<file path="config.mk">
export PLATFORM = sky130hd
export DESIGN_NAME = dpg_gpio_top
export DESIGN_NICKNAME = d
export VERILOG_FILES = /design/src/dpg_pkg.sv /design/src/dpg_gpio_top.sv /design/src/dpg_port1_mux.sv /design/src/dpg_sfr_regs.sv
export VERILOG_INCLUDE_DIRS = /design/src
export SDC_FILE = /design/constraint.sdc
export NUM_CORES = 1
export LEC_CHECK = 0
export BUFFER_PORTS_ARGS = -buffer_cell sky130_fd_sc_hd__clkbuf_2
export CORE_ASPECT_RATIO = 1.4
export CORE_UTILIZATION = 40
export DETAILED_ROUTE_END_ITERATION = 12
export PLACE_DENSITY = 0.64
export SYNTH_ARGS = -nofsm -noshare
export SYNTH_HDL_FRONTEND = slang
export SYNTH_SLANG_ARGS = --single-unit
</file>
<file path="constraint.sdc">
create_clock -name MCLK -period 3.8 [get_ports MCLK]
set_clock_uncertainty 0.05 [all_clocks]
set_input_delay 0.76 -clock MCLK [delete_from_list [all_inputs] [get_ports MCLK]]
set_output_delay 0.76 -clock MCLK [all_outputs]
set_load 0.01 [all_outputs]
</file>
<file path="src/dpg_cfg.svh">
// Register offsets, reset values and fixed codes for the dual GPIO port block
`ifndef DPG_CFG_SVH
`define DPG_CFG_SVH

`define DPG_ADDR_P0_DATA 8'h80
`define DPG_ADDR_P1_DATA 8'h90
`define DPG_ADDR_PORT_ZERO_DRIVE_STRENGTH 8'h93
`define DPG_ADDR_PORT_ZERO_DIRECTION 8'h94
`define DPG_ADDR_PORT_ZERO_ALTERNATE_SELECT 8'h95
`define DPG_ADDR_PORT_ONE_DIRECTION 8'h96
`define DPG_ADDR_PORT_ONE_ALTERNATE_SELECT 8'h97

`define DPG_RST_P0_DATA 8'hff
`define DPG_RST_PORT_ZERO_DRIVE_STRENGTH 8'h00
`define DPG_RST_PORT_ZERO_DIRECTION 8'hff
`define DPG_RST_PORT_ZERO_ALTERNATE_SELECT 8'h00
`define DPG_RST_P1_DATA 4'hf
`define DPG_RST_PORT_ONE_DIRECTION 4'h4
`define DPG_RST_PORT_ONE_ALTERNATE_SELECT 4'h0

`define DPG_SPI_ROUTE_BOOT 2'h1

// Port 1 pin positions
`define DPG_P1_SCK 0
`define DPG_P1_MOSI 1
`define DPG_P1_MISO 2
`define DPG_P1_CS 3

// Port 1 as SPI master: clock, data out and select driven, data in floating
`define DPG_P1_SPI_OE 4'hb
`define DPG_RST_P1_OUT 4'h8

// Odd pins source, even pins sink
`define DPG_ODD_MASK 8'haa
`define DPG_EVEN_MASK 8'h55

`endif

</file>
<file path="src/dpg_pkg.sv">
// Types shared by the dual GPIO port block
`default_nettype none

package dpg_pkg;

    typedef struct packed {
        logic [7:0] data;
        logic [7:0] dir;
        logic [7:0] alt;
        logic [7:0] drv;
    } dpg_p0_cfg_t;

    typedef struct packed {
        logic [3:0] data;
        logic [3:0] dir;
        logic [3:0] alt;
    } dpg_p1_cfg_t;

    typedef struct packed {
        logic [3:0] out;
        logic [3:0] oe;
        logic timer_c_en;
    } dpg_p1_drive_t;

endpackage : dpg_pkg

`default_nettype wire

</file>
<file path="src/dpg_gpio_top.sv">
// Dual GPIO port block: port 0 pin mux, port 1 SPI/GPIO pins and their registers
`timescale 1ns/100ps
`default_nettype none
`include "dpg_cfg.svh"

module dpg_gpio_top (
    // Clock and reset
    input wire logic MCLK,
    input wire logic RST_N,
    // Special function register access from the CPU core
    input wire logic [7:0] SFR_ADDR,
    input wire logic SFR_WR,
    input wire logic SFR_RD,
    input wire logic [7:0] SFR_WDATA,
    output logic [7:0] SFR_RDATA,
    // SPI routing field held by the SPI block
    input wire logic [1:0] SPI_ROUTE,
    // Port 0 pins
    input wire logic [7:0] P0_IN,
    output logic [7:0] P0_OUT,
    output logic [7:0] P0_OE,
    output logic [7:0] P0_HI_SOURCE,
    output logic [7:0] P0_HI_SINK,
    // Port 1 pins
    input wire logic [3:0] P1_IN,
    output logic [3:0] P1_OUT,
    output logic [3:0] P1_OE,
    // Peripheral outputs routed to pins
    input wire logic GENERAL_TIMER_OUTPUT,
    input wire logic UART_TX,
    input wire logic PWM_OUT,
    input wire logic SPI_SCK,
    input wire logic SPI_MOSI,
    // Pin levels routed to peripherals
    output logic UART_RX,
    output logic EXTERNAL_INTERRUPT_A,
    output logic EXTERNAL_INTERRUPT_B,
    output logic TIMER_A_INPUT,
    output logic TIMER_B_INPUT,
    output logic TIMER_C_INPUT,
    output logic SPI_MISO
);

    dpg_pkg::dpg_p0_cfg_t p0_cfg;
    dpg_pkg::dpg_p1_cfg_t p1_cfg;
    dpg_pkg::dpg_p1_drive_t p1_drive;
    // Decoded pad settings, registered at the next edge
    logic [7:0] next_p0_oe;
    logic [7:0] next_p0_out;

    // Pins whose alternate use drives the pad; bit 1 is left to its direction bit
    function automatic logic p0_pin_is_output(input logic alt, input logic dir, input int idx);
        logic drives;
        drives = 1'b0;
        if (!alt || idx == 1) begin
            drives = !dir;
        end else begin
            drives = (idx == 0) || (idx == 2) || (idx == 7);
        end
        return drives;
    endfunction : p0_pin_is_output

    // Pin level seen by a peripheral only while the pin is in alternate use
    function automatic logic alt_input(input logic alt, input logic pin, input logic idle);
        return alt ? pin : idle;
    endfunction : alt_input

    // Register file; read data comes out of a register one edge after the strobe
    dpg_sfr_regs u_regs (
        .clk(MCLK),
        .rst_n(RST_N),
        .addr(SFR_ADDR),
        .wr(SFR_WR),
        .rd(SFR_RD),
        .wdata(SFR_WDATA),
        .rdata(SFR_RDATA),
        .p0_cfg(p0_cfg),
        .p1_cfg(p1_cfg)
    );

    // Port 1 routing is decoded apart so the SPI override stays in one place
    dpg_port1_mux u_p1_mux (
        .spi_route(SPI_ROUTE),
        .p1_cfg(p1_cfg),
        .spi_sck(SPI_SCK),
        .spi_mosi(SPI_MOSI),
        .drive(p1_drive)
    );

    // Port 0 decode: direction per pin, then the peripheral outputs that take over the latch
    always_comb begin
        for (int i = 0; i < 8; i++) begin
            next_p0_oe[i] = p0_pin_is_output(p0_cfg.alt[i], p0_cfg.dir[i], i);
        end
        next_p0_out = p0_cfg.data;
        if (p0_cfg.alt[0]) begin
            next_p0_out[0] = GENERAL_TIMER_OUTPUT;
        end
        if (p0_cfg.alt[2]) begin
            next_p0_out[2] = UART_TX;
        end
        if (p0_cfg.alt[7]) begin
            next_p0_out[7] = PWM_OUT;
        end
    end

    // Pads sit one register behind the settings so every pin is glitch free
    always_ff @(posedge MCLK or negedge RST_N) begin
        if (!RST_N) begin
            P0_OE <= 8'h00;
            P0_OUT <= `DPG_RST_P0_DATA;
        end else begin
            P0_OE <= next_p0_oe;
            P0_OUT <= next_p0_out;
        end
    end

    // Source and sink strength are split by pin parity, one enable per pin
    always_ff @(posedge MCLK or negedge RST_N) begin
        if (!RST_N) begin
            P0_HI_SOURCE <= 8'h00;
            P0_HI_SINK <= 8'h00;
        end else begin
            P0_HI_SOURCE <= p0_cfg.drv & `DPG_ODD_MASK;
            P0_HI_SINK <= p0_cfg.drv & `DPG_EVEN_MASK;
        end
    end

    // Reset state is the SPI master setup regardless of the routing input
    // A routing change shows on the pads one edge later, like every other setting
    always_ff @(posedge MCLK or negedge RST_N) begin
        if (!RST_N) begin
            P1_OE <= `DPG_P1_SPI_OE;
            P1_OUT <= `DPG_RST_P1_OUT;
        end else begin
            P1_OE <= p1_drive.oe;
            P1_OUT <= p1_drive.out;
        end
    end

    // Interrupt lines are active low, so a disconnected one idles high
    always_ff @(posedge MCLK or negedge RST_N) begin
        if (!RST_N) begin
            UART_RX <= 1'b1;
            EXTERNAL_INTERRUPT_A <= 1'b1;
            EXTERNAL_INTERRUPT_B <= 1'b1;
            TIMER_A_INPUT <= 1'b0;
            TIMER_B_INPUT <= 1'b0;
        end else begin
            UART_RX <= alt_input(p0_cfg.alt[1], P0_IN[1], 1'b1);
            EXTERNAL_INTERRUPT_A <= alt_input(p0_cfg.alt[3], P0_IN[3], 1'b1);
            EXTERNAL_INTERRUPT_B <= alt_input(p0_cfg.alt[4], P0_IN[4], 1'b1);
            TIMER_A_INPUT <= alt_input(p0_cfg.alt[5], P0_IN[5], 1'b0);
            TIMER_B_INPUT <= alt_input(p0_cfg.alt[6], P0_IN[6], 1'b0);
        end
    end

    // Data input pin is passed on in every routing; the SPI engine ignores it when idle
    always_ff @(posedge MCLK or negedge RST_N) begin
        if (!RST_N) begin
            TIMER_C_INPUT <= 1'b0;
            SPI_MISO <= 1'b1;
        end else begin
            TIMER_C_INPUT <= alt_input(p1_drive.timer_c_en, P1_IN[`DPG_P1_SCK], 1'b0);
            SPI_MISO <= P1_IN[`DPG_P1_MISO];
        end
    end

    // Helper: set once software has written the port 0 direction or alternate select register
    logic cfg_touched;
    always_ff @(posedge MCLK or negedge RST_N) begin
        if (!RST_N) begin
            cfg_touched <= 1'b0;
        end else if (SFR_WR && (SFR_ADDR == `DPG_ADDR_PORT_ZERO_DIRECTION || SFR_ADDR == `DPG_ADDR_PORT_ZERO_ALTERNATE_SELECT)) begin
            cfg_touched <= 1'b1;
        end
    end

    // Checks see pre-edge values, so each |=> pairs a pad with the settings one edge earlier
    // Reset checks run without disable iff so the release edge itself is covered
    property p_reset_inputs;
        @(posedge MCLK) $rose(RST_N) |-> (P0_OE == 8'h00) && (P1_OE == `DPG_P1_SPI_OE);
    endproperty
    a_reset_inputs: assert property (p_reset_inputs) else $error("Pins not in reset setup");

    property p_hold_until_write;
        @(posedge MCLK) disable iff (!RST_N) !cfg_touched |-> P0_OE == 8'h00;
    endproperty
    a_hold_until_write: assert property (p_hold_until_write) else $error("Port 0 left input before write");

    property p_alt_drives;
        @(posedge MCLK) disable iff (!RST_N) p0_cfg.alt[0] && p0_cfg.alt[3] |=> P0_OE[0] && !P0_OE[3];
    endproperty
    a_alt_drives: assert property (p_alt_drives) else $error("Alternate use did not set direction");

    property p_rx_dir;
        @(posedge MCLK) disable iff (!RST_N) p0_cfg.alt[1] |=> P0_OE[1] == !$past(p0_cfg.dir[1]);
    endproperty
    a_rx_dir: assert property (p_rx_dir) else $error("Receive pin ignored its direction bit");

    property p_int_gate;
        @(posedge MCLK) disable iff (!RST_N) !p0_cfg.alt[3] ##1 !$past(p0_cfg.alt[3]) |-> EXTERNAL_INTERRUPT_A;
    endproperty
    a_int_gate: assert property (p_int_gate) else $error("Interrupt passed without alternate select");

    property p_gpio_dir;
        @(posedge MCLK) disable iff (!RST_N) !p0_cfg.alt[5] |=> P0_OE[5] == !$past(p0_cfg.dir[5]);
    endproperty
    a_gpio_dir: assert property (p_gpio_dir) else $error("GPIO pin direction wrong");

    property p_tx_value;
        @(posedge MCLK) disable iff (!RST_N) p0_cfg.alt[2] |=> P0_OUT[2] == $past(UART_TX);
    endproperty
    a_tx_value: assert property (p_tx_value) else $error("Transmit pin not fed by UART");

    property p_drive_split;
        @(posedge MCLK) disable iff (!RST_N) ##1 P0_HI_SOURCE == ($past(p0_cfg.drv) & `DPG_ODD_MASK)
            && P0_HI_SINK == ($past(p0_cfg.drv) & `DPG_EVEN_MASK);
    endproperty
    a_drive_split: assert property (p_drive_split) else $error("Drive strength split wrong");

    property p_miso_input;
        @(posedge MCLK) disable iff (!RST_N) !P1_OE[`DPG_P1_MISO];
    endproperty
    a_miso_input: assert property (p_miso_input) else $error("Data input pin driven");

    property p_spi_boot;
        @(posedge MCLK) disable iff (!RST_N) SPI_ROUTE == `DPG_SPI_ROUTE_BOOT
            |=> P1_OE == `DPG_P1_SPI_OE && P1_OUT[`DPG_P1_SCK] == $past(SPI_SCK);
    endproperty
    a_spi_boot: assert property (p_spi_boot) else $error("Port 1 not SPI master in boot route");

    property p_timer_c;
        @(posedge MCLK) disable iff (!RST_N) SPI_ROUTE != `DPG_SPI_ROUTE_BOOT && p1_cfg.alt[0]
            |=> !P1_OE[`DPG_P1_SCK] && TIMER_C_INPUT == $past(P1_IN[`DPG_P1_SCK]);
    endproperty
    a_timer_c: assert property (p_timer_c) else $error("Clock pin not timer input");

    property p_p1_gpio_dir;
        @(posedge MCLK) disable iff (!RST_N) SPI_ROUTE != `DPG_SPI_ROUTE_BOOT
            |=> P1_OE[3] == !$past(p1_cfg.dir[3]) && P1_OE[1] == !$past(p1_cfg.dir[1]);
    endproperty
    a_p1_gpio_dir: assert property (p_p1_gpio_dir) else $error("Port 1 GPIO direction wrong");

    property p_p1_narrow;
        @(posedge MCLK) disable iff (!RST_N) SFR_RD && SFR_ADDR == `DPG_ADDR_PORT_ONE_DIRECTION |=> SFR_RDATA[7:4] == 4'h0;
    endproperty
    a_p1_narrow: assert property (p_p1_narrow) else $error("Port 1 upper bits not zero");

    // Register contents on the release edge, before any write can land
    property p_reset_p0_regs;
        @(posedge MCLK) $rose(RST_N) |-> p0_cfg.data == `DPG_RST_P0_DATA && p0_cfg.dir == `DPG_RST_PORT_ZERO_DIRECTION
            && p0_cfg.alt == `DPG_RST_PORT_ZERO_ALTERNATE_SELECT && p0_cfg.drv == `DPG_RST_PORT_ZERO_DRIVE_STRENGTH;
    endproperty
    a_reset_p0_regs: assert property (p_reset_p0_regs) else $error("Port 0 reset values wrong");

    property p_reset_p1_regs;
        @(posedge MCLK) $rose(RST_N) |-> p1_cfg.data == `DPG_RST_P1_DATA && p1_cfg.dir == `DPG_RST_PORT_ONE_DIRECTION
            && p1_cfg.alt == `DPG_RST_PORT_ONE_ALTERNATE_SELECT;
    endproperty
    a_reset_p1_regs: assert property (p_reset_p1_regs) else $error("Port 1 reset values wrong");

    // Port 0 alternate functions
    property p_alt_inputs;
        @(posedge MCLK) disable iff (!RST_N) p0_cfg.alt[6:3] == 4'hf |=> P0_OE[6:3] == 4'h0;
    endproperty
    a_alt_inputs: assert property (p_alt_inputs) else $error("Input function pin driven");

    property p_rx_pass;
        @(posedge MCLK) disable iff (!RST_N) p0_cfg.alt[1] |=> UART_RX == $past(P0_IN[1]);
    endproperty
    a_rx_pass: assert property (p_rx_pass) else $error("Receive line not fed from pin");

    property p_int_b_gate;
        @(posedge MCLK) disable iff (!RST_N) !p0_cfg.alt[4] |=> EXTERNAL_INTERRUPT_B;
    endproperty
    a_int_b_gate: assert property (p_int_b_gate) else $error("Second interrupt passed without select");

    property p_int_pass;
        @(posedge MCLK) disable iff (!RST_N) p0_cfg.alt[3] && p0_cfg.alt[4]
            |=> EXTERNAL_INTERRUPT_A == $past(P0_IN[3]) && EXTERNAL_INTERRUPT_B == $past(P0_IN[4]);
    endproperty
    a_int_pass: assert property (p_int_pass) else $error("Interrupt pin not passed on");

    property p_timer_inputs;
        @(posedge MCLK) disable iff (!RST_N) p0_cfg.alt[5] && p0_cfg.alt[6]
            |=> TIMER_A_INPUT == $past(P0_IN[5]) && TIMER_B_INPUT == $past(P0_IN[6]);
    endproperty
    a_timer_inputs: assert property (p_timer_inputs) else $error("Timer input not fed from pin");

    property p_timer_pwm_out;
        @(posedge MCLK) disable iff (!RST_N) p0_cfg.alt[0] && p0_cfg.alt[7]
            |=> P0_OE[7] && P0_OUT[0] == $past(GENERAL_TIMER_OUTPUT) && P0_OUT[7] == $past(PWM_OUT);
    endproperty
    a_timer_pwm_out: assert property (p_timer_pwm_out) else $error("Timer or PWM pin not fed");

    property p_gpio_value;
        @(posedge MCLK) disable iff (!RST_N) !p0_cfg.alt[7] |=> P0_OUT[7] == $past(p0_cfg.data[7]);
    endproperty
    a_gpio_value: assert property (p_gpio_value) else $error("GPIO pin not fed by latch");

    // Port 1 routing
    property p_p1_latch_out;
        @(posedge MCLK) disable iff (!RST_N) SPI_ROUTE != `DPG_SPI_ROUTE_BOOT |=> P1_OUT == $past(p1_cfg.data);
    endproperty
    a_p1_latch_out: assert property (p_p1_latch_out) else $error("Port 1 not fed by latch");

    property p_p1_clock_gpio;
        @(posedge MCLK) disable iff (!RST_N) SPI_ROUTE != `DPG_SPI_ROUTE_BOOT && !p1_cfg.alt[0]
            |=> P1_OE[0] == !$past(p1_cfg.dir[0]) && !TIMER_C_INPUT;
    endproperty
    a_p1_clock_gpio: assert property (p_p1_clock_gpio) else $error("Clock pin not plain GPIO");

    property p_boot_select;
        @(posedge MCLK) disable iff (!RST_N) SPI_ROUTE == `DPG_SPI_ROUTE_BOOT
            |=> P1_OUT[3] == $past(p1_cfg.data[3]) && P1_OUT[1] == $past(SPI_MOSI);
    endproperty
    a_boot_select: assert property (p_boot_select) else $error("Select or data out pin wrong");

endmodule : dpg_gpio_top
`default_nettype wire

</file>
<file path="src/dpg_port1_mux.sv">
// Port 1 pin function selection between SPI master, timer input and GPIO
`timescale 1ns/100ps
`default_nettype none
`include "dpg_cfg.svh"

module dpg_port1_mux (
    // Routing and register state
    input wire logic [1:0] spi_route,
    input wire dpg_pkg::dpg_p1_cfg_t p1_cfg,
    // SPI engine outputs
    input wire logic spi_sck,
    input wire logic spi_mosi,
    // Pin drive decision
    output dpg_pkg::dpg_p1_drive_t drive
);

    always_comb begin
        drive.out = p1_cfg.data;
        drive.oe = ~p1_cfg.dir;
        drive.timer_c_en = 1'b0;
        if (spi_route == `DPG_SPI_ROUTE_BOOT) begin
            // SPI engine owns clock and data, select stays a GPIO latch bit
            drive.oe = `DPG_P1_SPI_OE;
            drive.out[`DPG_P1_SCK] = spi_sck;
            drive.out[`DPG_P1_MOSI] = spi_mosi;
        end else if (p1_cfg.alt[`DPG_P1_SCK]) begin
            drive.oe[`DPG_P1_SCK] = 1'b0;
            drive.timer_c_en = 1'b1;
        end
        // Outside the boot routing bits 1 and 3 keep their direction bits since they have no alternate use
        drive.oe[`DPG_P1_MISO] = 1'b0;
    end

endmodule : dpg_port1_mux
`default_nettype wire

</file>
<file path="src/dpg_sfr_regs.sv">
// Special function registers of both ports with registered read data
`timescale 1ns/100ps
`default_nettype none
`include "dpg_cfg.svh"

module dpg_sfr_regs (
    // Clock and reset
    input wire logic clk,
    input wire logic rst_n,
    // Special function register access
    input wire logic [7:0] addr,
    input wire logic wr,
    input wire logic rd,
    input wire logic [7:0] wdata,
    output logic [7:0] rdata,
    // Register contents
    output dpg_pkg::dpg_p0_cfg_t p0_cfg,
    output dpg_pkg::dpg_p1_cfg_t p1_cfg
);

    always_ff @(posedge clk or negedge rst_n) begin
        if (!rst_n) begin
            p0_cfg.data <= `DPG_RST_P0_DATA;
            p0_cfg.dir <= `DPG_RST_PORT_ZERO_DIRECTION;
            p0_cfg.alt <= `DPG_RST_PORT_ZERO_ALTERNATE_SELECT;
            p0_cfg.drv <= `DPG_RST_PORT_ZERO_DRIVE_STRENGTH;
        end else if (wr) begin
            case (addr)
                `DPG_ADDR_P0_DATA: p0_cfg.data <= wdata;
                `DPG_ADDR_PORT_ZERO_DIRECTION: p0_cfg.dir <= wdata;
                `DPG_ADDR_PORT_ZERO_ALTERNATE_SELECT: p0_cfg.alt <= wdata;
                `DPG_ADDR_PORT_ZERO_DRIVE_STRENGTH: p0_cfg.drv <= wdata;
                default: ;
            endcase
        end
    end

    // Only the low nibble exists on port 1
    always_ff @(posedge clk or negedge rst_n) begin
        if (!rst_n) begin
            p1_cfg.data <= `DPG_RST_P1_DATA;
            p1_cfg.dir <= `DPG_RST_PORT_ONE_DIRECTION;
            p1_cfg.alt <= `DPG_RST_PORT_ONE_ALTERNATE_SELECT;
        end else if (wr) begin
            case (addr)
                `DPG_ADDR_P1_DATA: p1_cfg.data <= wdata[3:0];
                `DPG_ADDR_PORT_ONE_DIRECTION: p1_cfg.dir <= wdata[3:0];
                `DPG_ADDR_PORT_ONE_ALTERNATE_SELECT: p1_cfg.alt <= wdata[3:0];
                default: ;
            endcase
        end
    end

    always_ff @(posedge clk or negedge rst_n) begin
        if (!rst_n) begin
            rdata <= 8'h00;
        end else if (rd) begin
            case (addr)
                `DPG_ADDR_P0_DATA: rdata <= p0_cfg.data;
                `DPG_ADDR_PORT_ZERO_DIRECTION: rdata <= p0_cfg.dir;
                `DPG_ADDR_PORT_ZERO_ALTERNATE_SELECT: rdata <= p0_cfg.alt;
                `DPG_ADDR_PORT_ZERO_DRIVE_STRENGTH: rdata <= p0_cfg.drv;
                `DPG_ADDR_P1_DATA: rdata <= {4'h0, p1_cfg.data};
                `DPG_ADDR_PORT_ONE_DIRECTION: rdata <= {4'h0, p1_cfg.dir};
                `DPG_ADDR_PORT_ONE_ALTERNATE_SELECT: rdata <= {4'h0, p1_cfg.alt};
                default: rdata <= 8'h00;
            endcase
        end
    end

endmodule : dpg_sfr_regs
`default_nettype wire

</file>
==> results of run 1 <==
[state kept, by name, indices dropped and copies added, names as in the netlist, 3 cells and up]
name           flops
u_regs.p0_cfg     32
u_regs.p1_cfg     12
P0_OE              8
P0_OUT             8
u_regs.rdata       8
P0_HI_SINK         4
P0_HI_SOURCE       4
P1_OUT             4
P1_OE              3
[worst min path at each step]
stage	slack [ps]	from	end
after detailed placement	320	u_regs.p1_cfg[11]	P1_OUT[3]
after global placement	320	u_regs.p1_cfg[11]	P1_OUT[3]
after CTS	330	u_regs.p0_cfg[29]	P0_OUT[5]
after global routing	340	u_regs.p0_cfg[29]	P0_OUT[5]
after floorplan	310	u_regs.p0_cfg[25]	P0_OUT[1]
final	330	u_regs.p0_cfg[29]	P0_OUT[5]
[logic make-up (layout without fill, tap and decap cells)]
kind of cell           Yosys count  after routing  synth area share (%)
and+or+nand+nor                 44             44                  8.18
other                            1              9                 0.103
AOI/OAI and AO/OA               26             26                  4.95
buffers and inverters           28            108                  4.54
muxes                           58             58                  19.1
DFF                             90             90                  63.2
[per-layer routing]
layer	vias to the layer above	share of wire [%]	GRT usage, %
met5	-	0	0
met4	0	1.8	6.78
met3	9	5.8	5.56
met2	83	50	27.5
met1	1109	42	22.5
li1	1020	-	-
[power breakdown]
group | switching [uW] | leakage, uW | total (uW) | internal (uW)
Clock | 352 | 0.000143 | 879 | 527
Combinational | 80.0 | 0.000843 | 144 | 63.6
Sequential | 23.9 | 0.00108 | 1040 | 1020
[cells in the mapped netlist, types with 2 or more instances]
library cell,number,area [um2]
inv_1,9,33.8
nand3b_1,2,15.0
clkbuf_2,2,10.0
mux4_2,4,90.1
buf_4,11,82.6
nand2_1,2,7.51
a221oi_1,3,26.3
dfstp_2,37,972
mux2_2,50,563
clkbuf_1,2,7.51
a31oi_1,3,18.8
nor3_1,3,15.0
mux2i_1,4,40.0
dfrtp_1,53,1330
nand2b_1,7,43.8
o22ai_1,8,50.1
and3_1,2,12.5
nor2b_1,3,18.8
a22o_1,5,43.8
nor2_1,9,33.8
nand3_2,2,20.0
and2_1,4,25.0
a21oi_1,4,20.0
nand3_1,2,10.0
buf_6,2,22.5
[layout make-up]
cell class	count	area, um2	share of cell area, %
repair buffers	83	428	9.74
inverters	9	33.8	0.769
well taps	105	131	2.99
clock buffers	12	246	5.61
clock inverters	4	51.3	1.17
multi-input cells	137	1200	27.4
flip-flops and latches	90	2300	52.3
[worst max-delay path, delay by kind of cell]
kind / cells / cell delay [ps]
multiplexers: 1 / 390
AND/OR/NAND/NOR: 3 / 1260
buffers and inverters: 1 / 310
[per-stage QoR]
step	worst slack [ps]	instance area [um2]
finish	1300	4390
global route	1140	4390
CTS	1260	4390
detailed placement	894	4100
global placement	916	4100
floorplan	1580	3670
==> impl_metrics.env, run 1 <==
export IMPL_clk_pin_slew_ps=60
export IMPL_area_growth_pct=20.8
export IMPL_whs_path_depth=0
export IMPL_timing_rr_start="u_regs.p0_cfg[11]"
export IMPL_start_util_pct=41.8
export IMPL_cts_buffers=9
export IMPL_ys_types=39
export IMPL_status="complete, no violations"
export IMPL_fin_util_pct=50.5
export IMPL_netlist_area_um2=3640
export IMPL_io_buffer_count=79
export IMPL_drc=0
export IMPL_hold_viol_final=0
export IMPL_path_class="input pin to flop"
export IMPL_viasPerCell=5.05
export IMPL_end_kind="flop"
export IMPL_ys_ff_latch=90
export IMPL_layout_common_cells="78 x clkbuf_2, 53 x dfrtp_1, 50 x mux2_2, 37 x dfstp_2"
export IMPL_drt_first_iter_violations=86
export IMPL_worstPathCellList="clkbuf_2, nor4_4, and2b_1, and3_1, mux2_2"
export IMPL_root_buffer="clkbuf_16"
export IMPL_cts_tree="done"
export IMPL_grt_first_pass_wirelength_um=11800
export IMPL_htreeDepth=3
export IMPL_rsz0062_at_grt="false"
export IMPL_avgSynthCellArea_um2=14.7
export IMPL_r2r_cells=5
export IMPL_die_h_um=115
export IMPL_synthCells=247
export IMPL_totalPowerFinal_uw=2060
export IMPL_dr_pass1_iters=4
export IMPL_cts_sinks=90
export IMPL_place_gp_congestion=0.788
export IMPL_diodes=0
export IMPL_finalNonFillerCells=440
export IMPL_tightest_slew_ps=661
export IMPL_worst_path_largest_cell_delay_ps=480
export IMPL_vias=2221
export IMPL_die_area_um2=9490
export IMPL_cp_slowest_cell="and3_1"
export IMPL_placementRows=40
export IMPL_synth_edf_count=0
export IMPL_postRouteAntennaNets=0
export IMPL_ctsResizeCount=0
export IMPL_cp_start_kind="input pin"
export IMPL_layout_nets=369
export IMPL_crit_required_ps=4020
export IMPL_ir_drop_v=0.000369
export IMPL_power_density_nw_per_um2=470
export IMPL_period_minus_slack_ps=2500
export IMPL_insertion_delay_ps=350
export IMPL_first_global_vias=2267
export IMPL_hold_buffers=0
export IMPL_antenna_found_initial=0
export IMPL_synth_warnings=0
export IMPL_grt_overflow_total=0
export IMPL_yosysSeqAreaShare_pct=63.2
export IMPL_track_usage_pct=17.5
export IMPL_post_cts_buffers=0
export IMPL_relSlewSlack_pct=56.0
export IMPL_crit_arrival_ps=2730
export IMPL_ys_flop_type="dfrtp_1"
export IMPL_wl_per_cell_um=16.9
export IMPL_hold_ws_ps=329
export IMPL_clockBufferDepth=2
export IMPL_fp_coreArea_um2=8710
export IMPL_r2r_end="u_regs.rdata[3]"
export IMPL_die_w_um=82.6
export IMPL_period_share_pct=65.9
export IMPL_hpwl_um=5250
export IMPL_cp_startpoint="SFR_ADDR[0]"
export IMPL_maxSlewViolCount=0
export IMPL_grt_max_degree=56
export IMPL_drive_gt1_share_pct=57.9
export IMPL_final_common_cell="clkbuf_2"
export IMPL_p_leak_uw=0.00206
export IMPL_critPathMaxFanout=14
export IMPL_dp_cells=424
export IMPL_worstHoldPathType="flop to flop"
export IMPL_r2r_slack_ps=2310
export IMPL_setup_viol=0
export IMPL_synthArstFlopShare_pct=100
export IMPL_endpoint="u_regs.p0_cfg[24]"
export IMPL_ioPinCount=94
export IMPL_maxCapViolations=0
export IMPL_max_freq_mhz=399
export IMPL_routed_wl_um=7420
export IMPL_fin_setup_tns_ps=0
export IMPL_fill_cells=815
No activity file was read; power rests on OpenSTA's default activity.
==> run 2, diff against run 1 <==
- ABC_AREA: not set -> 1
- PLACE_DENSITY: 0.64 -> 0.66
- clock period: 3.8 -> 2.06 ns (I/O delays scaled with it)
==> impl_metrics.env, run 2 <==
export IMPL_largest_register_ffs=32
export IMPL_layout_nets=536
export IMPL_die_w_um=83.5
export IMPL_end_kind="flop"
export IMPL_track_usage_pct=18.9
export IMPL_period_share_pct=75.0
export IMPL_maxCapViolations=0
export IMPL_relSlewSlack_pct=66.6
export IMPL_tightest_slew_ps=500
export IMPL_yosysSeqAreaShare_pct=61.8
export IMPL_rsz0062_at_grt="false"
export IMPL_crit_family="simple AND/OR/NAND/NOR gates"
export IMPL_ctsResizeCount=0
export IMPL_crit_required_ps=2240
export IMPL_start_util_pct=41.2
export IMPL_hold_viol_final=0
export IMPL_hold_ws_ps=97.8
export IMPL_synthTopCellsByArea="dfrtp_1 36%, dfstp_2 26%, nand2_1 13%"
export IMPL_root_buffer="clkbuf_16"
export IMPL_synthArstFlopShare_pct=100
export IMPL_synthCells=402
export IMPL_p_sw_share_pct=21.3
export IMPL_fill_cells=825
export IMPL_drive_gt1_share_pct=32.1
export IMPL_p_comb_share_pct=7.1
export IMPL_fin_util_pct=51.9
export IMPL_critPathMaxFanout=13
export IMPL_critical_path_buf_inv_count=2
export IMPL_synthAdderAreaFrac_pct=0
export IMPL_grt_first_pass_wirelength_um=13800
export IMPL_ys_flop_type="dfrtp_1"
export IMPL_ir_drop_v=0.000718
export IMPL_status="complete, no violations"
export IMPL_finalNonFillerCells=609
export IMPL_max_freq_mhz=647
export IMPL_r2r_end="u_regs.rdata[4]"
export IMPL_pwr_share_seq_pct=44.9
export IMPL_cts_tree="done"
export IMPL_cts_sinks=90
export IMPL_layout_common_cells="125 x nand2_1, 78 x clkbuf_2, 53 x dfrtp_1, 43 x o21ai_0, 40 x inv_1"
export IMPL_htreeDepth=3
export IMPL_clockBufferDepth=2
export IMPL_grt_max_degree=54
export IMPL_p_switching_uw=937
export IMPL_ys_ff_latch=90
export IMPL_worst_path_largest_cell_delay_ps=430
export IMPL_netlist_area_um2=3720
export IMPL_pre_cts_slack_ps=177
export IMPL_fin_setup_tns_ps=0
export IMPL_yosys_area_top_type_share_pct=35.6
export IMPL_yosys_area_top_type="dfrtp_1"
export IMPL_yosys_top_cells_count="125 x nand2_1, 53 x dfrtp_1, 43 x o21ai_0, 40 x inv_1, 38 x nand3_1"
export IMPL_reg_top3="u_regs.p0_cfg: 32 flops, u_regs.p1_cfg: 12 flops"
export IMPL_worst_slack_ps=515
export IMPL_r2r_cells=4
export IMPL_cts_buffers=9
export IMPL_cp_startpoint="SFR_ADDR[6]"
export IMPL_cp_slowest_cell="nor2_2"
export IMPL_vias=2923
export IMPL_avgSynthCellArea_um2=9.26
export IMPL_insertion_delay_ps=340
export IMPL_path_class="input pin to flop"
export IMPL_drc=0
export IMPL_crit_arrival_ps=1730
export IMPL_synth_warnings=0
export IMPL_clkPwrFrac_pct=48.0
export IMPL_multi_input_area_um2=1170
export IMPL_drt_first_iter_violations=139
export IMPL_die_h_um=116
export IMPL_placementRows=41
export IMPL_fp_coreArea_um2=9030
export IMPL_dr_pass1_iters=4
export IMPL_post_cts_buffers=0
export IMPL_dp_cells=592
export IMPL_crit_cells=8
export IMPL_yosysMostFrequentCell="nand2_1"
export IMPL_synthMuxAreaShare_pct=0
export IMPL_synth_compound_area_share_pct=6.72
export IMPL_final_seq_area_um2=2300
export IMPL_routed_wl_um=8560
export IMPL_worstPathCellList="clkbuf_2, inv_1, nand2_1, nor2_2, nand2_1, nor2_2, nand2_1, o21a_1"
export IMPL_diodes=0
export IMPL_area_growth_pct=25.9
export IMPL_io_buffer_count=79
export IMPL_ys_types=20
export IMPL_synth_edf_count=0
export IMPL_place_gp_congestion=0.875
export IMPL_synth_xor_area_share_pct=0
export IMPL_synth_simple_gate_area_share_pct=23.9
export IMPL_first_global_vias=2773
export IMPL_viasPerCell=4.80
export IMPL_power_density_nw_per_um2=937
export IMPL_die_area_um2=9700
export IMPL_final_common_cell="nand2_1"
export IMPL_maxSlewViolCount=0
export IMPL_cp_start_kind="input pin"
export IMPL_timing_rr_start="u_regs.p0_cfg[28]"
export IMPL_worstHoldPathType="input pin to flop"
export IMPL_wl_per_cell_um=14.1
export IMPL_hpwl_um=6340
export IMPL_cpMostUsedCell="nand2_1"
export IMPL_antenna_found_initial=0
export IMPL_ioPinCount=94
export IMPL_period_minus_slack_ps=1540
export IMPL_p_leak_uw=0.00248
export IMPL_p_int_uw=3450
export IMPL_setup_viol=0
export IMPL_grt_overflow_total=0
export IMPL_r2r_slack_ps=820
export IMPL_endpoint="u_regs.p0_cfg[3]"
export IMPL_regMostFlops="u_regs.p0_cfg"
export IMPL_clk_pin_slew_ps=60
export IMPL_postRouteAntennaNets=0
export IMPL_synth_top_family_by_area="simple AND/OR/NAND/NOR gates"
==> run 2: changes by cell type after synthesis, sizes merged, moves of 7 or more <==
cell / before / now
nand3: 4 / 38
nand2b: 7 / 0
nand2: 2 / 127
inv: 9 / 43
nor2: 9 / 29
o21ai: 1 / 43
o22ai: 8 / 0
mux2: 50 / 0
==> run 2: how the worst min path moves through the flow <==
stage,start,to,slack (ps),depth (start not counted)
after floorplan,RST_N,P0_HI_SINK[0],70,0
after global placement,RST_N,P0_OE[3],200,1
after detailed placement,RST_N,P0_OE[3],200,1
after CTS,P1_IN[2],SPI_MISO,90,1
after global routing,P1_IN[2],SPI_MISO,80,1
final,P1_IN[2],SPI_MISO,100,1
==> run 2: metal layers <==
| metal | up-vias | global-route usage (%) | wire (um) |
|---|---|---|---|
| li1 | 1438 | - | - |
| met1 | 1367 | 21.6 | 3410 |
| met2 | 93 | 32.5 | 4390 |
| met3 | 25 | 4.24 | 380 |
| met4 | 0 | 11.8 | 377 |
| met5 | - | 0 | 0 |
==> run 2: metrics by stage <==
stage,total power [uW],cell area (um2)
final,4390,4680
after global routing,4550,4680
after CTS,4410,4680
after detailed placement,2320,4280
after global placement,2310,4280
after floorplan,2140,3750
==> run 2: kinds of logic after synthesis <==
logic type / after synthesis
DFF: 90
AOI/OAI and AO/OA: 48
buffers and inverters: 61
other: 1
and+or+nand+nor: 202
==> run 2: cell type report <==
class	count	area share, %
repair buffers	94	11.2
multi-input cells	259	25.1
flip-flops and latches	90	49.1
well taps	107	2.86
clock inverters	7	3.53
clock buffers	9	4.81
inverters	43	3.45
==> run 2: power groups by stage <==
stage	Combinational (uW)	Clock, uW	Sequential (uW)
finish	311	2110	1970
floorplan	131	0	2010
CTS	318	2120	1970
detailed placement	313	0	2000
global route	354	2220	1980
global placement	307	0	2000
==> run 2: timing repair <==
action / 4_1_cts / 5_1_grt
hold buffers: 1 / 0
endpoints found under the hold margin: 4 / 0
endpoints found under the setup margin: 0 / 0
